**src/verilog/unary_ops_pkg.sv**
```systemverilog
// package for the file-register unary operation datapath
// assumes one core instruction clock and a combinational register-file read
package unary_ops_pkg;

	// widths of data and of the in-bank register address
	localparam int DATA_W = 8;
	localparam int ADDR_W = 7;

	// reset and constant values
	localparam logic [DATA_W-1:0] ACC_RESET  = 8'h00;
	localparam logic [DATA_W-1:0] DATA_ZERO  = 8'h00;
	localparam logic [DATA_W-1:0] DATA_ONE   = 8'h01;
	localparam logic [ADDR_W-1:0] ADDR_RESET = 7'h00;
	localparam logic              Z_RESET    = 1'b0;

	// operations handled by this block
	typedef enum logic [2:0] {
		complement_reg_op,
		clear_reg_op,
		decrement_reg_op,
		clear_accumulator_op,
		decrement_skip_zero_op,
		increment_skip_zero_op
	} op_e;

	// true for the two operations that may discard the next instruction
	function automatic logic op_is_skip(input op_e op);
		op_is_skip = (op == decrement_skip_zero_op) || (op == increment_skip_zero_op);
	endfunction : op_is_skip

endpackage : unary_ops_pkg

```
**src/verilog/alu_link_if.sv**
```systemverilog
// carrier between the datapath top and its arithmetic unit
// assumes the top drives op and operand and reads the rest
interface alu_link_if #(
	parameter int DW = unary_ops_pkg::DATA_W
);
	unary_ops_pkg::op_e op;
	logic [DW-1:0]      operand;
	logic [DW-1:0]      result;
	logic               res_zero;
	logic               z_update;
	logic               skip_req;
	logic               force_reg;
	logic               force_acc;

	// top side issues, unit side computes
	modport top  (output op, operand, input result, res_zero, z_update, skip_req,
		force_reg, force_acc);
	modport unit (input op, operand, output result, res_zero, z_update, skip_req,
		force_reg, force_acc);
endinterface : alu_link_if

```
**src/verilog/unary_alu.sv**
```systemverilog
// combinational arithmetic unit for the unary file-register operations
// assumes operand is the addressed register value, valid in the same cycle
module unary_alu
	import unary_ops_pkg::*;
#(
	parameter int DATA_W = unary_ops_pkg::DATA_W
) (
	alu_link_if.unit lnk
);

	// result per operation
	always_comb begin
		lnk.result    = lnk.operand;
		lnk.z_update  = 1'b0;
		lnk.force_reg = 1'b0;
		lnk.force_acc = 1'b0;
		case (lnk.op)
			complement_reg_op: begin
				lnk.result   = ~lnk.operand;
				lnk.z_update = 1'b1;
			end
			clear_reg_op: begin
				lnk.result    = DATA_ZERO;
				lnk.z_update  = 1'b1;
				lnk.force_reg = 1'b1;
			end
			decrement_reg_op: begin
				lnk.result   = DATA_W'(lnk.operand - DATA_ONE);
				lnk.z_update = 1'b1;
			end
			clear_accumulator_op: begin
				lnk.result    = DATA_ZERO;
				lnk.z_update  = 1'b1;
				lnk.force_acc = 1'b1;
			end
			decrement_skip_zero_op: begin
				lnk.result = DATA_W'(lnk.operand - DATA_ONE);
			end
			increment_skip_zero_op: begin
				lnk.result = DATA_W'(lnk.operand + DATA_ONE);
			end
			default: begin
				lnk.result = lnk.operand;
			end
		endcase
	end

	// zero detect and skip request
	assign lnk.res_zero = (lnk.result == DATA_ZERO);
	assign lnk.skip_req = op_is_skip(lnk.op);

endmodule : unary_alu

```
**src/verilog/file_register_unary_ops.sv**
```systemverilog
// datapath top for single-operand file-register operations with skip-on-zero
// assumes a decoder presents op/reg_addr/dest_sel with op_valid and a
// register file that returns reg_rdata combinationally for reg_raddr
//
// Contract
// - Complement gives the bitwise inverse of the register, written to the accumulator when dest is 0.
// - Complement with dest 1 writes the result back to the addressed register instead.
// - Clear-register writes zero to the addressed register and sets the zero flag.
// - Decrement subtracts one and routes the result by dest to accumulator or register.
// - Clear-accumulator takes no operand, zeroes the accumulator and sets the zero flag.
// - Decrement-and-skip subtracts one and stores the result by dest.
// - A zero result of decrement-and-skip turns the next instruction into a no-op.
// - Increment-and-skip adds one and stores the result by dest.
// - A zero result of increment-and-skip turns the next instruction into a no-op.
module file_register_unary_ops
	import unary_ops_pkg::*;
#(
	parameter int DATA_W = unary_ops_pkg::DATA_W,
	parameter int ADDR_W = unary_ops_pkg::ADDR_W
) (
	input  wire logic               ref_clk,
	input  wire logic               rst,
	input  wire logic               op_valid,
	output logic                    op_ready,
	input  wire unary_ops_pkg::op_e op_code,
	input  wire logic [ADDR_W-1:0]  reg_addr,
	input  wire logic               dest_sel,
	output logic [ADDR_W-1:0]       reg_raddr,
	input  wire logic [DATA_W-1:0]  reg_rdata,
	output logic                    reg_we,
	output logic [ADDR_W-1:0]       reg_waddr,
	output logic [DATA_W-1:0]       reg_wdata,
	output logic [DATA_W-1:0]       acc_q,
	output logic                    zero_flag,
	output logic                    discard_next
);
	import unary_ops_pkg::*;

	alu_link_if #(.DW(DATA_W)) lnk ();

	logic [DATA_W-1:0] acc_r;
	logic [DATA_W-1:0] acc_nxt;
	logic              zero_r;
	logic              zero_nxt;
	logic              reg_we_r;
	logic [ADDR_W-1:0] reg_waddr_r;
	logic [DATA_W-1:0] reg_wdata_r;
	logic              skip_r;
	logic              skip_nxt;

	// arithmetic unit
	unary_alu #(.DATA_W(DATA_W)) u_alu (
		.lnk (lnk)
	);

	// operand fetch: address passes straight to the register file
	assign reg_raddr   = reg_addr;
	assign lnk.op      = op_code;
	assign lnk.operand = reg_rdata;

	// the cycle after a zero skip result is the discarded slot
	wire take = op_valid && op_ready;
	assign op_ready = !skip_r;

	// destination routing
	wire to_reg = take && (lnk.force_reg || (!lnk.force_acc && dest_sel));
	wire to_acc = take && (lnk.force_acc || (!lnk.force_reg && !dest_sel));

	// next-state values
	assign acc_nxt  = to_acc ? lnk.result : acc_r;
	assign zero_nxt = (take && lnk.z_update) ? lnk.res_zero : zero_r;
	assign skip_nxt = take && lnk.skip_req && lnk.res_zero;

	// accumulator and zero flag
	always_ff @(posedge ref_clk or posedge rst) begin
		if (rst) begin
			acc_r  <= ACC_RESET;
			zero_r <= Z_RESET;
		end else begin
			acc_r  <= acc_nxt;
			zero_r <= zero_nxt;
		end
	end

	// register write-back port, one-cycle strobe
	always_ff @(posedge ref_clk or posedge rst) begin
		if (rst) begin
			reg_we_r    <= 1'b0;
			reg_waddr_r <= ADDR_RESET;
			reg_wdata_r <= DATA_ZERO;
		end else begin
			reg_we_r <= to_reg;
			if (to_reg) begin
				reg_waddr_r <= reg_addr;
				reg_wdata_r <= lnk.result;
			end
		end
	end

	// skip slot marker
	always_ff @(posedge ref_clk or posedge rst) begin
		if (rst) begin
			skip_r <= 1'b0;
		end else begin
			skip_r <= skip_nxt;
		end
	end

	// outputs from flip-flops
	assign acc_q        = acc_r;
	assign zero_flag    = zero_r;
	assign reg_we       = reg_we_r;
	assign reg_waddr    = reg_waddr_r;
	assign reg_wdata    = reg_wdata_r;
	assign discard_next = skip_r;
endmodule : file_register_unary_ops

```
**config.mk**
```make
export PLATFORM = sky130hd
export DESIGN_NAME = file_register_unary_ops
export DESIGN_NICKNAME = d
export VERILOG_FILES = /design/src/verilog/unary_ops_pkg.sv /design/src/verilog/alu_link_if.sv /design/src/verilog/unary_alu.sv /design/src/verilog/file_register_unary_ops.sv
export SDC_FILE = /design/constraint.sdc
export NUM_CORES = 1
export LEC_CHECK = 0
export CAP_MARGIN = 20
export CORE_ASPECT_RATIO = 0.7
export CORE_MARGIN = 2
export CORE_UTILIZATION = 40
export CTS_CLUSTER_DIAMETER = 120
export DETAILED_ROUTE_END_ITERATION = 10
export DONT_BUFFER_PORTS = 1
export SETUP_SLACK_MARGIN = 0.2
export SLEW_MARGIN = 20
export SYNTH_ARGS = -nofsm -noshare
export SYNTH_HDL_FRONTEND = slang
export SYNTH_SLANG_ARGS = --single-unit
```
**constraint.sdc**
```tcl
create_clock -name ref_clk -period 2.8 [get_ports ref_clk]
set_input_delay 0 -clock ref_clk [delete_from_list [all_inputs] [get_ports ref_clk]]
set_output_delay 0 -clock ref_clk [all_outputs]
set_load 0.05 [all_outputs]
```
==> Word level (Yosys, flattened, before mapping) <==
Index checks and enable logic that the tools add are counted.
{ "op_classes": {"add_sub_neg": 2, "eq_ne": 5, "mux": 4, "bitwise": 1, "reduce_logical": 20} }
{ "op_table": {"columns": ["operator", "n"], "rows": [
  ["$pmux W8 S4", 1],
  ["$add A8 B1 Y8 const B", 1],
  ["$logic_and A1 B1 Y1", 8],
  ["$logic_not A8 Y1", 1],
  ["$not A8 Y8", 1],
  ["$sub A8 B1 Y8 const B", 1],
  ["$eq A3 B2 Y1 const B", 2],
  ["$eq A3 B3 Y1 const B", 2],
  ["$logic_not A1 Y1", 4],
  ["$reduce_or A2 Y1", 2],
  ["$reduce_or A4 Y1", 1],
  ["$eq A3 B1 Y1 const B", 1],
  ["$logic_not A3 Y1", 1],
  ["$logic_or A1 B1 Y1", 3],
  ["$mux W1", 3]
]} }
{ "totals": {"register_bits": 26, "inputBits": 22, "out_inout_bits": 34, "elab_cells": 38} }

==> Logic depth before layout (Yosys ltp) <==
Gate-level depths: netlist of run 1.
{ "logic_depth": {"depth_word": 6, "mapped_depth": 12, "depth_no_buf": 11} }

==> Cells and area by module <==
From an unflattened synthesis of run 1, not the netlist that was laid out.
{ "hier_totals": {"cells_unflattened": 168, "hier_area_um2": 1746.7} }
{ "modules_own_cells": {"columns": ["mod", "n_inst", "cells_each", "area_per_inst_um2", "seq_area_each_um2"], "rows": [
  ["file_register_unary_ops", 1, 68, 1088.5, 650.6],
  ["unary_alu", 1, 100, 658.1, 0.0]
]} }

==> Worst setup path before layout of run 1 <==
Ideal clock, no wire load.
{ "synth_path": {"kind": "input to register", "startpoint": "in op_code[2]", "endpoint": "reg zero_r, in the netlist zero_flag", "arrival_time_ns": 2.534, "required_time_ns": 2.670, "path_slack_ns": 0.136, "cell_stages": 11, "path_buffers": 1, "cell_sequence": "clkbuf_2 -> or2b_2 -> or2_2 -> ha_1 -> a211oi_2 -> nor2_1 -> o41a_1 -> maj3_2 -> o21ai_1 -> a22o_1 -> o41ai_2"} }
{ "synth_via": {"elab_chain_cells": 4} }
{ "synth_lines": {"columns": ["item", "line", "rtl"], "rows": [
  ["start: declaration", "file_register_unary_ops.sv:25", "input wire unary_ops_pkg::op_e op_code,"],
  ["$eq A3 B2 Y1, or another cell as far along", "unary_alu.sv:17", "case (lnk.op)"],
  ["$reduce_or A2 Y1 (no source line) / $reduce_or A4 Y1 (equally long branches)", null, null],
  ["$pmux W8 S4 / $mux W1 (equally long branches)", "unary_alu.sv:17", null],
  ["$logic_not A8 Y1 / $logic_and A1 B1 Y1 (equally long branches)", "unary_alu.sv:49, file_register_unary_ops.sv:71", null],
  ["end signal: assignment", "file_register_unary_ops.sv:81", "zero_r <= zero_nxt;"],
  ["end: declaration", "file_register_unary_ops.sv:43", "logic zero_r;"]
]} }
Parallel ways exist; a longest one is shown, timed or not.
A chain may end at the register's enable or synchronous reset.

==> Worst setup path after layout of run 1 <==
Ends and elaborated chain as after synthesis.

==> summary.txt, run 1 <==
Run status
  – Status: finished, final reports clean

Routing
  – Aggregate routed wire length: 3.47 mm
  – Post-DR vias/cell: 5.39
  – DRC viols: 0
  – Count of TritonRoute iterations in the first routing pass: 6
  – Via count of the routed design: 1197
  – Number of DRC markers after the initial detailed-route iteration: between 60 and 70
  – Remaining antenna violation count: 0
  – Routed length per instance: between 15 and 20 um

Synthesis
  – Share of synthesized flip-flops with an asynchronous set or reset: 100%
  – Mapped cell area: ~1600 um2
  – Net count after synthesis: 196
  – Post-Syn Area per Cell: around 9.4 um2
  – Cell type with the highest aggregate area in the netlist: dfrtp_1
  – Yosys warns: 0
  – Number of synthesized register bits: 26
  – Portion of the post-synthesis area used by sequential elements: 41.2%
  – Primary flip-flop cell chosen by synthesis mapping: dfrtp_1
  – Synth cell count leaders: dfrtp_1, nor2_1, a21oi_1, mux2_2
  – Cell count after synthesis: ~170
  – Post-synth EDFFs: 0
  – Count of unique library cells instantiated by Yosys: 41
  – Area share of the leading cell type in the synthesized netlist: ~41%
  – Top area cells in the synthesized netlist: dfrtp_1, mux2_2, a21oi_1

Setup path
  – Worst Setup Start Kind: input pin
  – Element type at the critical path end: flop
  – Arrival time at the worst endpoint: 2.52 ns
  – Largest fanout on the critical path: 13
  – Critical path cell sequence: or2b_2, or2_4, ha_1, a211oi_2, nor2_1, o41a_1, maj3_2, o21ai_1, a22o_1, o41ai_2
  – Peak per-stage delay on the critical path: about 0.39 ns
  – Critical path class: input pin to flop
  – Critical path's slowest cell: o41a_1
  – Data required time at the worst endpoint: 2.95 ns

Cells and area
  – Fill cells: around 370
  – Non-Filler Cell Area, Final: 1740 um2
  – Layout cell share with drive strength beyond 1: 15.3%
  – Area growth from synthesis to layout: 10.5%
  – Fin nets: 201
  – Antenna Diode Count: 0

CTS
  – Number of sinks handled by clock tree synthesis: 26
  – Number of buffers added by the clock tree synthesis step: 3
  – Count of instances resized after the clock tree is built: 0
  – CTS tree: built
  – Buffers inserted by post-CTS timing repair: 0
  – Buffer type at the clock tree root: clkbuf_8
  – Number of hold buffers added after cts: 10
  – CTS clock-pin slew for the worst setup and hold paths: 0.08 ns
  – Maximum count of clock buffers along a single path: 2
  – Clk Latency, worst-skew pair: between 0.2 and 0.3 ns
  – H-tree depth: 1

Global routing
  – Combined global-route utilization of all metal layers: ~16%
  – Global routing met2 resource utilization: between 20% and 30%
  – Global-route wire length before repair: 5.73 mm
  – Global routing's busiest layer: met2
  – Grt ovf: 0
  – Number of antenna violations at the first check in global routing: 0
  – Vias in the first global route: 1166
  – Met1 usage: 19.7%
  – Maximum number of pins on one net before global-route repair: 27
  – Met3 track utilization from global routing: about 6.8%

Power
  – Total power density per cell area: 668 nW/um2
  – Leakage power of the design: 0.751 nW
  – Worst IR drop on VDD: 376 uV
  – Pwr Total: 1.16 mW

Hold path
  – Worst Hold Class: input pin to primary output

Timing
  – Clock Skews: 0.000934 ns
  – Max Fclk: 421 MHz
  – Finish-stage setup viols: 0
  – Worst-margin pin slew: 0.503 ns
  – Period minus WS final: 2.37 ns
  – Final count of pins violating max slew: 0
  – Unrepaired setup endpoints after global routing: no
  – Final Cycle Share: ~85%
  – Fin. Hold Viols: 0
  – Post-Route Setup TNS: 0 ns
  – Relative slew slack: 66.4%

Run
  – Maximum Capacitance Violations: 0

Die
  – Number of cell rows: 19
  – Die Wd: 79.1 um
  – Initial core utilization: 41.0%
  – Floorplan die height: roughly 57 um
  – Die footprint: between 4000 and 5000 um2
  – I/O pin total: 56
  – Core footprint: roughly 3900 um2

Placement
  – Input/output buffers: 0
  – HPWL after detailed placement: 2.53 mm
  – Area after DPL: 1590 um2
  – GPL Wtd Cong: 0.844
[worst max-delay path: cells and delay by family]
kind / cells / cell delay, ns
and+or+nand+nor: 3 / 0.74
AOI/OAI and AO/OA: 5 / 1.17
adders and majority gates: 2 / 0.62
[worst paths after layout]
kind	slack (ns)	from	end	cells past startpoint
hold / removal	0.0001	reg_addr[1]	reg_raddr[1]	0
setup reg to reg	1.09	discard_next$_DFF_PP0_	reg_waddr[2]$_DFFE_PP0P_	5
setup / recovery	0.43	op_code[2]	zero_flag$_DFFE_PP0P_	10
hold reg to reg	0.82	reg_wdata[2]$_DFFE_PP0P_	reg_wdata[2]$_DFFE_PP0P_	2
max in group asynchronous	2.12	rst	acc_q[7]$_DFFE_PP0P_	3
min in group asynchronous	0.21	rst	reg_waddr[6]$_DFFE_PP0P_	2
[cell usage in the layout (no fill, tap or decap), types with 4 or more instances in the layout]
master / netlist / layout
buf_4: 7 / 4
ha_1: 6 / 6
nor2_1: 26 / 26
inv_1: 8 / 8
dlygate4sd3_1: 0 / 10
dfrtp_1: 26 / 26
nand2_1: 8 / 8
a21oi_1: 20 / 20
mux2_2: 10 / 10
a22oi_1: 4 / 4
[report_power, final]
group / internal [mW] / total, mW / switching [mW]
sequential: 0.438 / 0.734 / 0.296
clock: 0.0962 / 0.203 / 0.107
combinational: 0.113 / 0.227 / 0.114
[layer usage]
| layer | vias to the layer above | wire length (um) |
|---|---|---|
| met3 | 0 | 291 |
| li1 | 590 | - |
| met5 | - | 0 |
| met2 | 36 | 1730 |
| met4 | 0 | 0 |
| met1 | 571 | 1460 |
[final cells by class]
class / instances / area (um2) / area share, %
multi-input cells: 118 / 811 / 46.5
inverters: 8 / 30.0 / 1.72
flip-flops and latches: 26 / 651 / 37.3
well taps: 52 / 65.1 / 3.73
repair buffers: 15 / 145 / 8.33
clock buffers: 3 / 41.3 / 2.37
[kinds of logic after synthesis]
kind of cell	share of synthesized area, %
DFF	41.2
xor gates and xnor gates	2.22
and+or+nand+nor	14.3
adders and majority gates	6.74
buffers and inverters	7.53
AOI/OAI and AO/OA	19.0
muxes	9.04
[metrics by stage]
step	util, %	instances	hold WS (ns)	setup WS (ns)
floorplan	-	167	0.0400	0.241
global placement	41.2	208	0.000350	0.231
detailed placement	41.2	208	0.000349	0.165
CTS	44.9	221	0.000348	0.427
global route	45.3	222	0.000309	0.216
finish	45.3	222	0.000110	0.426
[registers in the layout, summed over array words and instances (netlist names)]
signal        flops
acc_q             8
discard_next      1
reg_waddr         7
reg_wdata         8
reg_we            1
zero_flag         1
No activity file was read; power rests on OpenSTA's default activity.
==> run 2, diff against run 1 <==
==> constraint.sdc (replaced) <==
create_clock -name ref_clk -period 2.2 [get_ports ref_clk]
set_input_delay 0 -clock ref_clk [delete_from_list [all_inputs] [get_ports ref_clk]]
set_output_delay 0 -clock ref_clk [all_outputs]
set_load 0.05 [all_outputs]
==> run 2 against run 1 <==
Compared with the run above: clock skew grew 0.0078 ns; die area unchanged; first-iteration DRC count grew 30%; via count grew 10%; cell area rose by 16%; global-route usage grew 1.5 points; worst setup slack worse by 0.40 ns; combinational power grew 63%; register-to-register slack worse by 0.54 ns; wire length increased by 11%; non-clock buffer count grew 17; hold slack about the same.
==> summary.txt, run 2 (synthesis results as in run 1) <==
CTS
  – Number of buffers added by the clock tree synthesis step: 3 (unchanged)
  – Number of sinks handled by clock tree synthesis: 26 (unchanged)
  – Clk Latency, worst-skew pair: 0.27 ns (about the same)
  – CTS tree: built
  – Buffer type at the clock tree root: clkbuf_8
  – CTS clock-pin slew for the worst setup and hold paths: 0.09 ns (about the same)
  – Maximum count of clock buffers along a single path: 2 (unchanged)
  – H-tree depth: 1 (unchanged)

Routing
  – DRC viols: 0 (unchanged)
  – Count of TritonRoute iterations in the first routing pass: 5 (-1)
  – Number of DRC markers after the initial detailed-route iteration: 86 (+30%)
  – Via count of the routed design: 1320 (+10%)
  – Aggregate routed wire length: 3.86 mm (+11%)
  – Routed length per instance: 16.1 um (+2.8%)
  – Remaining antenna violation count: 0 (unchanged)
  – Post-DR vias/cell: 5.50 (+2.0%)

Setup path
  – Reg-to-reg critical path endpoint: reg_waddr[6]$_DFFE_PP0P_
  – Path depth of the worst reg2reg path: 5 (unchanged)
  – Critical path cell sequence: or2b_4, or2_4, buf_6, ha_4, a21oi_2, inv_1, o41a_1, maj3_2, o21ai_2, a22o_1, o41ai_2
  – Launching instance or port of the critical path: op_code[2]
  – Critical path class: input pin to flop
  – Largest fanout on the critical path: 15 (+2)
  – Worst Setup Start Kind: input pin
  – Element type at the critical path end: flop
  – Launch point of the worst reg-to-reg path: discard_next$_DFF_PP0_
  – Worst reg2reg setup slack: 0.55 ns (-0.54 ns)
  – Data required time at the worst endpoint: 2.35 ns (-0.60 ns)
  – Critical path endpoint: zero_flag$_DFFE_PP0P_
  – Critical path's slowest cell: o41a_1
  – Peak per-stage delay on the critical path: 0.44 ns (+0.05 ns)
  – Arrival time at the worst endpoint: 2.33 ns (-0.19 ns)

Die
  – I/O pin total: 56 (unchanged)
  – Number of cell rows: 19 (unchanged)
  – Core footprint: 3850 um2 (unchanged)
  – Floorplan die height: 56.5 um (unchanged)
  – Die footprint: 4470 um2 (unchanged)
  – Die Wd: 79.1 um (unchanged)
  – Initial core utilization: 41.0% (unchanged)

Placement
  – Input/output buffers: 0 (unchanged)
  – Area after DPL: 1730 um2 (+8.9%)
  – HPWL after detailed placement: 2.78 mm (+9.7%)
  – GPL Wtd Cong: 0.783 (-7.2%)
  – Number of instances in the placed design: 218 (+4.8%)
  – Pre-CTS setup slack: -0.262 ns (-0.426 ns)

Run
  – Maximum Capacitance Violations: 0 (unchanged)

Global routing
  – Grt ovf: 0 (unchanged)
  – Global-route wire length before repair: 6.13 mm (+7.1%)
  – Vias in the first global route: 1307 (+12%)
  – Number of antenna violations at the first check in global routing: 0 (unchanged)
  – Combined global-route utilization of all metal layers: 17.5% (+1.5 points)
  – Maximum number of pins on one net before global-route repair: 27 (unchanged)

Cells and area
  – Non-Filler Cell Area, Final: 2030 um2 (+16%)
  – Most frequent cells in the layout: nor2_1, dfrtp_1, buf_4
  – Antenna Diode Count: 0 (unchanged)
  – Number of cells in the finished layout apart from fillers: 240 (+8.1%)
  – Area growth from synthesis to layout: 28.5%
  – Layout cell share with drive strength beyond 1: 34.6% (+19 points)
  – Fin nets: 218 (+8.5%)
  – Final standard cell utilization of the core: 52.7% (+7.4 points)

Timing
  – Finish-stage setup viols: 0 (unchanged)
  – Worst-margin pin slew: 0.505 ns (+0.00203 ns)
  – Relative slew slack: 66.3% (-0.098 points)
  – Unrepaired setup endpoints after global routing: yes
  – Clock Skews: 0.00874 ns (+0.00781 ns)
  – Final count of pins violating max slew: 0 (unchanged)
  – Fin. Hold Viols: 0 (unchanged)
  – Post-Route Setup TNS: 0 ns (unchanged)
  – Max Fclk: 460 MHz
  – Period minus WS final: roughly 2.2 ns
  – Hold Worst Slack: 0.000317 ns (+0.000207 ns)
  – PnR worst setup slack: 0.0273 ns (-0.398 ns)
  – Final Cycle Share: 98.8%

Power
  – Worst IR drop on VDD: 536 uV (+43%)
  – Sequential power share: 58.3% (-4.7 points)
  – Switching part of the total power: 42.9% (-1.5 points)
  – Logic pwr share: 23.2% (+3.7 points)
  – Leakage power of the design: 0.856 nW (+14%)
  – Pwr Total: 1.60 mW (+38%)
  – Int Power: 915 uW (+41%)
  – Clock network fraction of design power: 18.6% (+1.1 points)
  – Total power density per cell area: 791 nW/um2 (+18%)
  – Switching Power: 688 uW (+33%)

Run status
  – Status: finished, final reports clean

Hold path
  – Worst Hold Class: input pin to primary output
## run 2: area by class of cell
class / instances / area, um2
tap: 52 / 65.1
sequential: 26 / 652
timing repair buffer: 32 / 277
inverter: 8 / 33.8
clock buffer: 4 / 55.1
fill: 346 / 1820
multi-input combinational: 118 / 946
## run 2: worst min path at each step
stage                           start              endpoint  cells after the start
after floorplan                   rst  acc_q[0]$_DFFE_PP0P_                      1
after global placement    reg_addr[4]          reg_raddr[4]                      0
after global routing      reg_addr[2]          reg_raddr[2]                      0
after detailed placement  reg_addr[4]          reg_raddr[4]                      0
final                     reg_addr[0]          reg_raddr[0]                      0
after CTS                 reg_addr[2]          reg_raddr[2]                      0
## run 2: repair_timing
action / in CTS / in global routing
buffers inserted: 5 / 2
hold buffers: 9 / 1
pin swaps: 5 / 4
setup endpoints to repair: 4 / 6
resized for setup: 3 / 11
gates cloned: 0 / 0
hold endpoints to repair: 37 / 2
## run 2: critical path: cells and delay by family
| kind | cells | cell delay [ns] |
|---|---|---|
| buffers and inverters | 2 | 0.22 |
| AO/OA/AOI/OAI | 5 | 1.03 |
| AND/OR/NAND/NOR | 2 | 0.52 |
| adder cells (fa/ha/maj) | 2 | 0.55 |
## run 2: routing by layer
layer  part of all wire (%)  track usage (%)
met5                      0                0
met4                   0.36             2.22
met3                    7.2             5.63
met2                     51             29.7
met1                     41             22.5
## run 2: power by group through the flow
stage          sequential [mW]  combinational, mW  clock [mW]
2_1_floorplan            0.922              0.282           0
3_3_place_gp             0.942              0.297           0
3_5_place_dp             0.945              0.310           0
4_1_cts                  0.935              0.339       0.307
5_1_grt                  0.945              0.415       0.325
6_report                 0.934              0.371       0.298
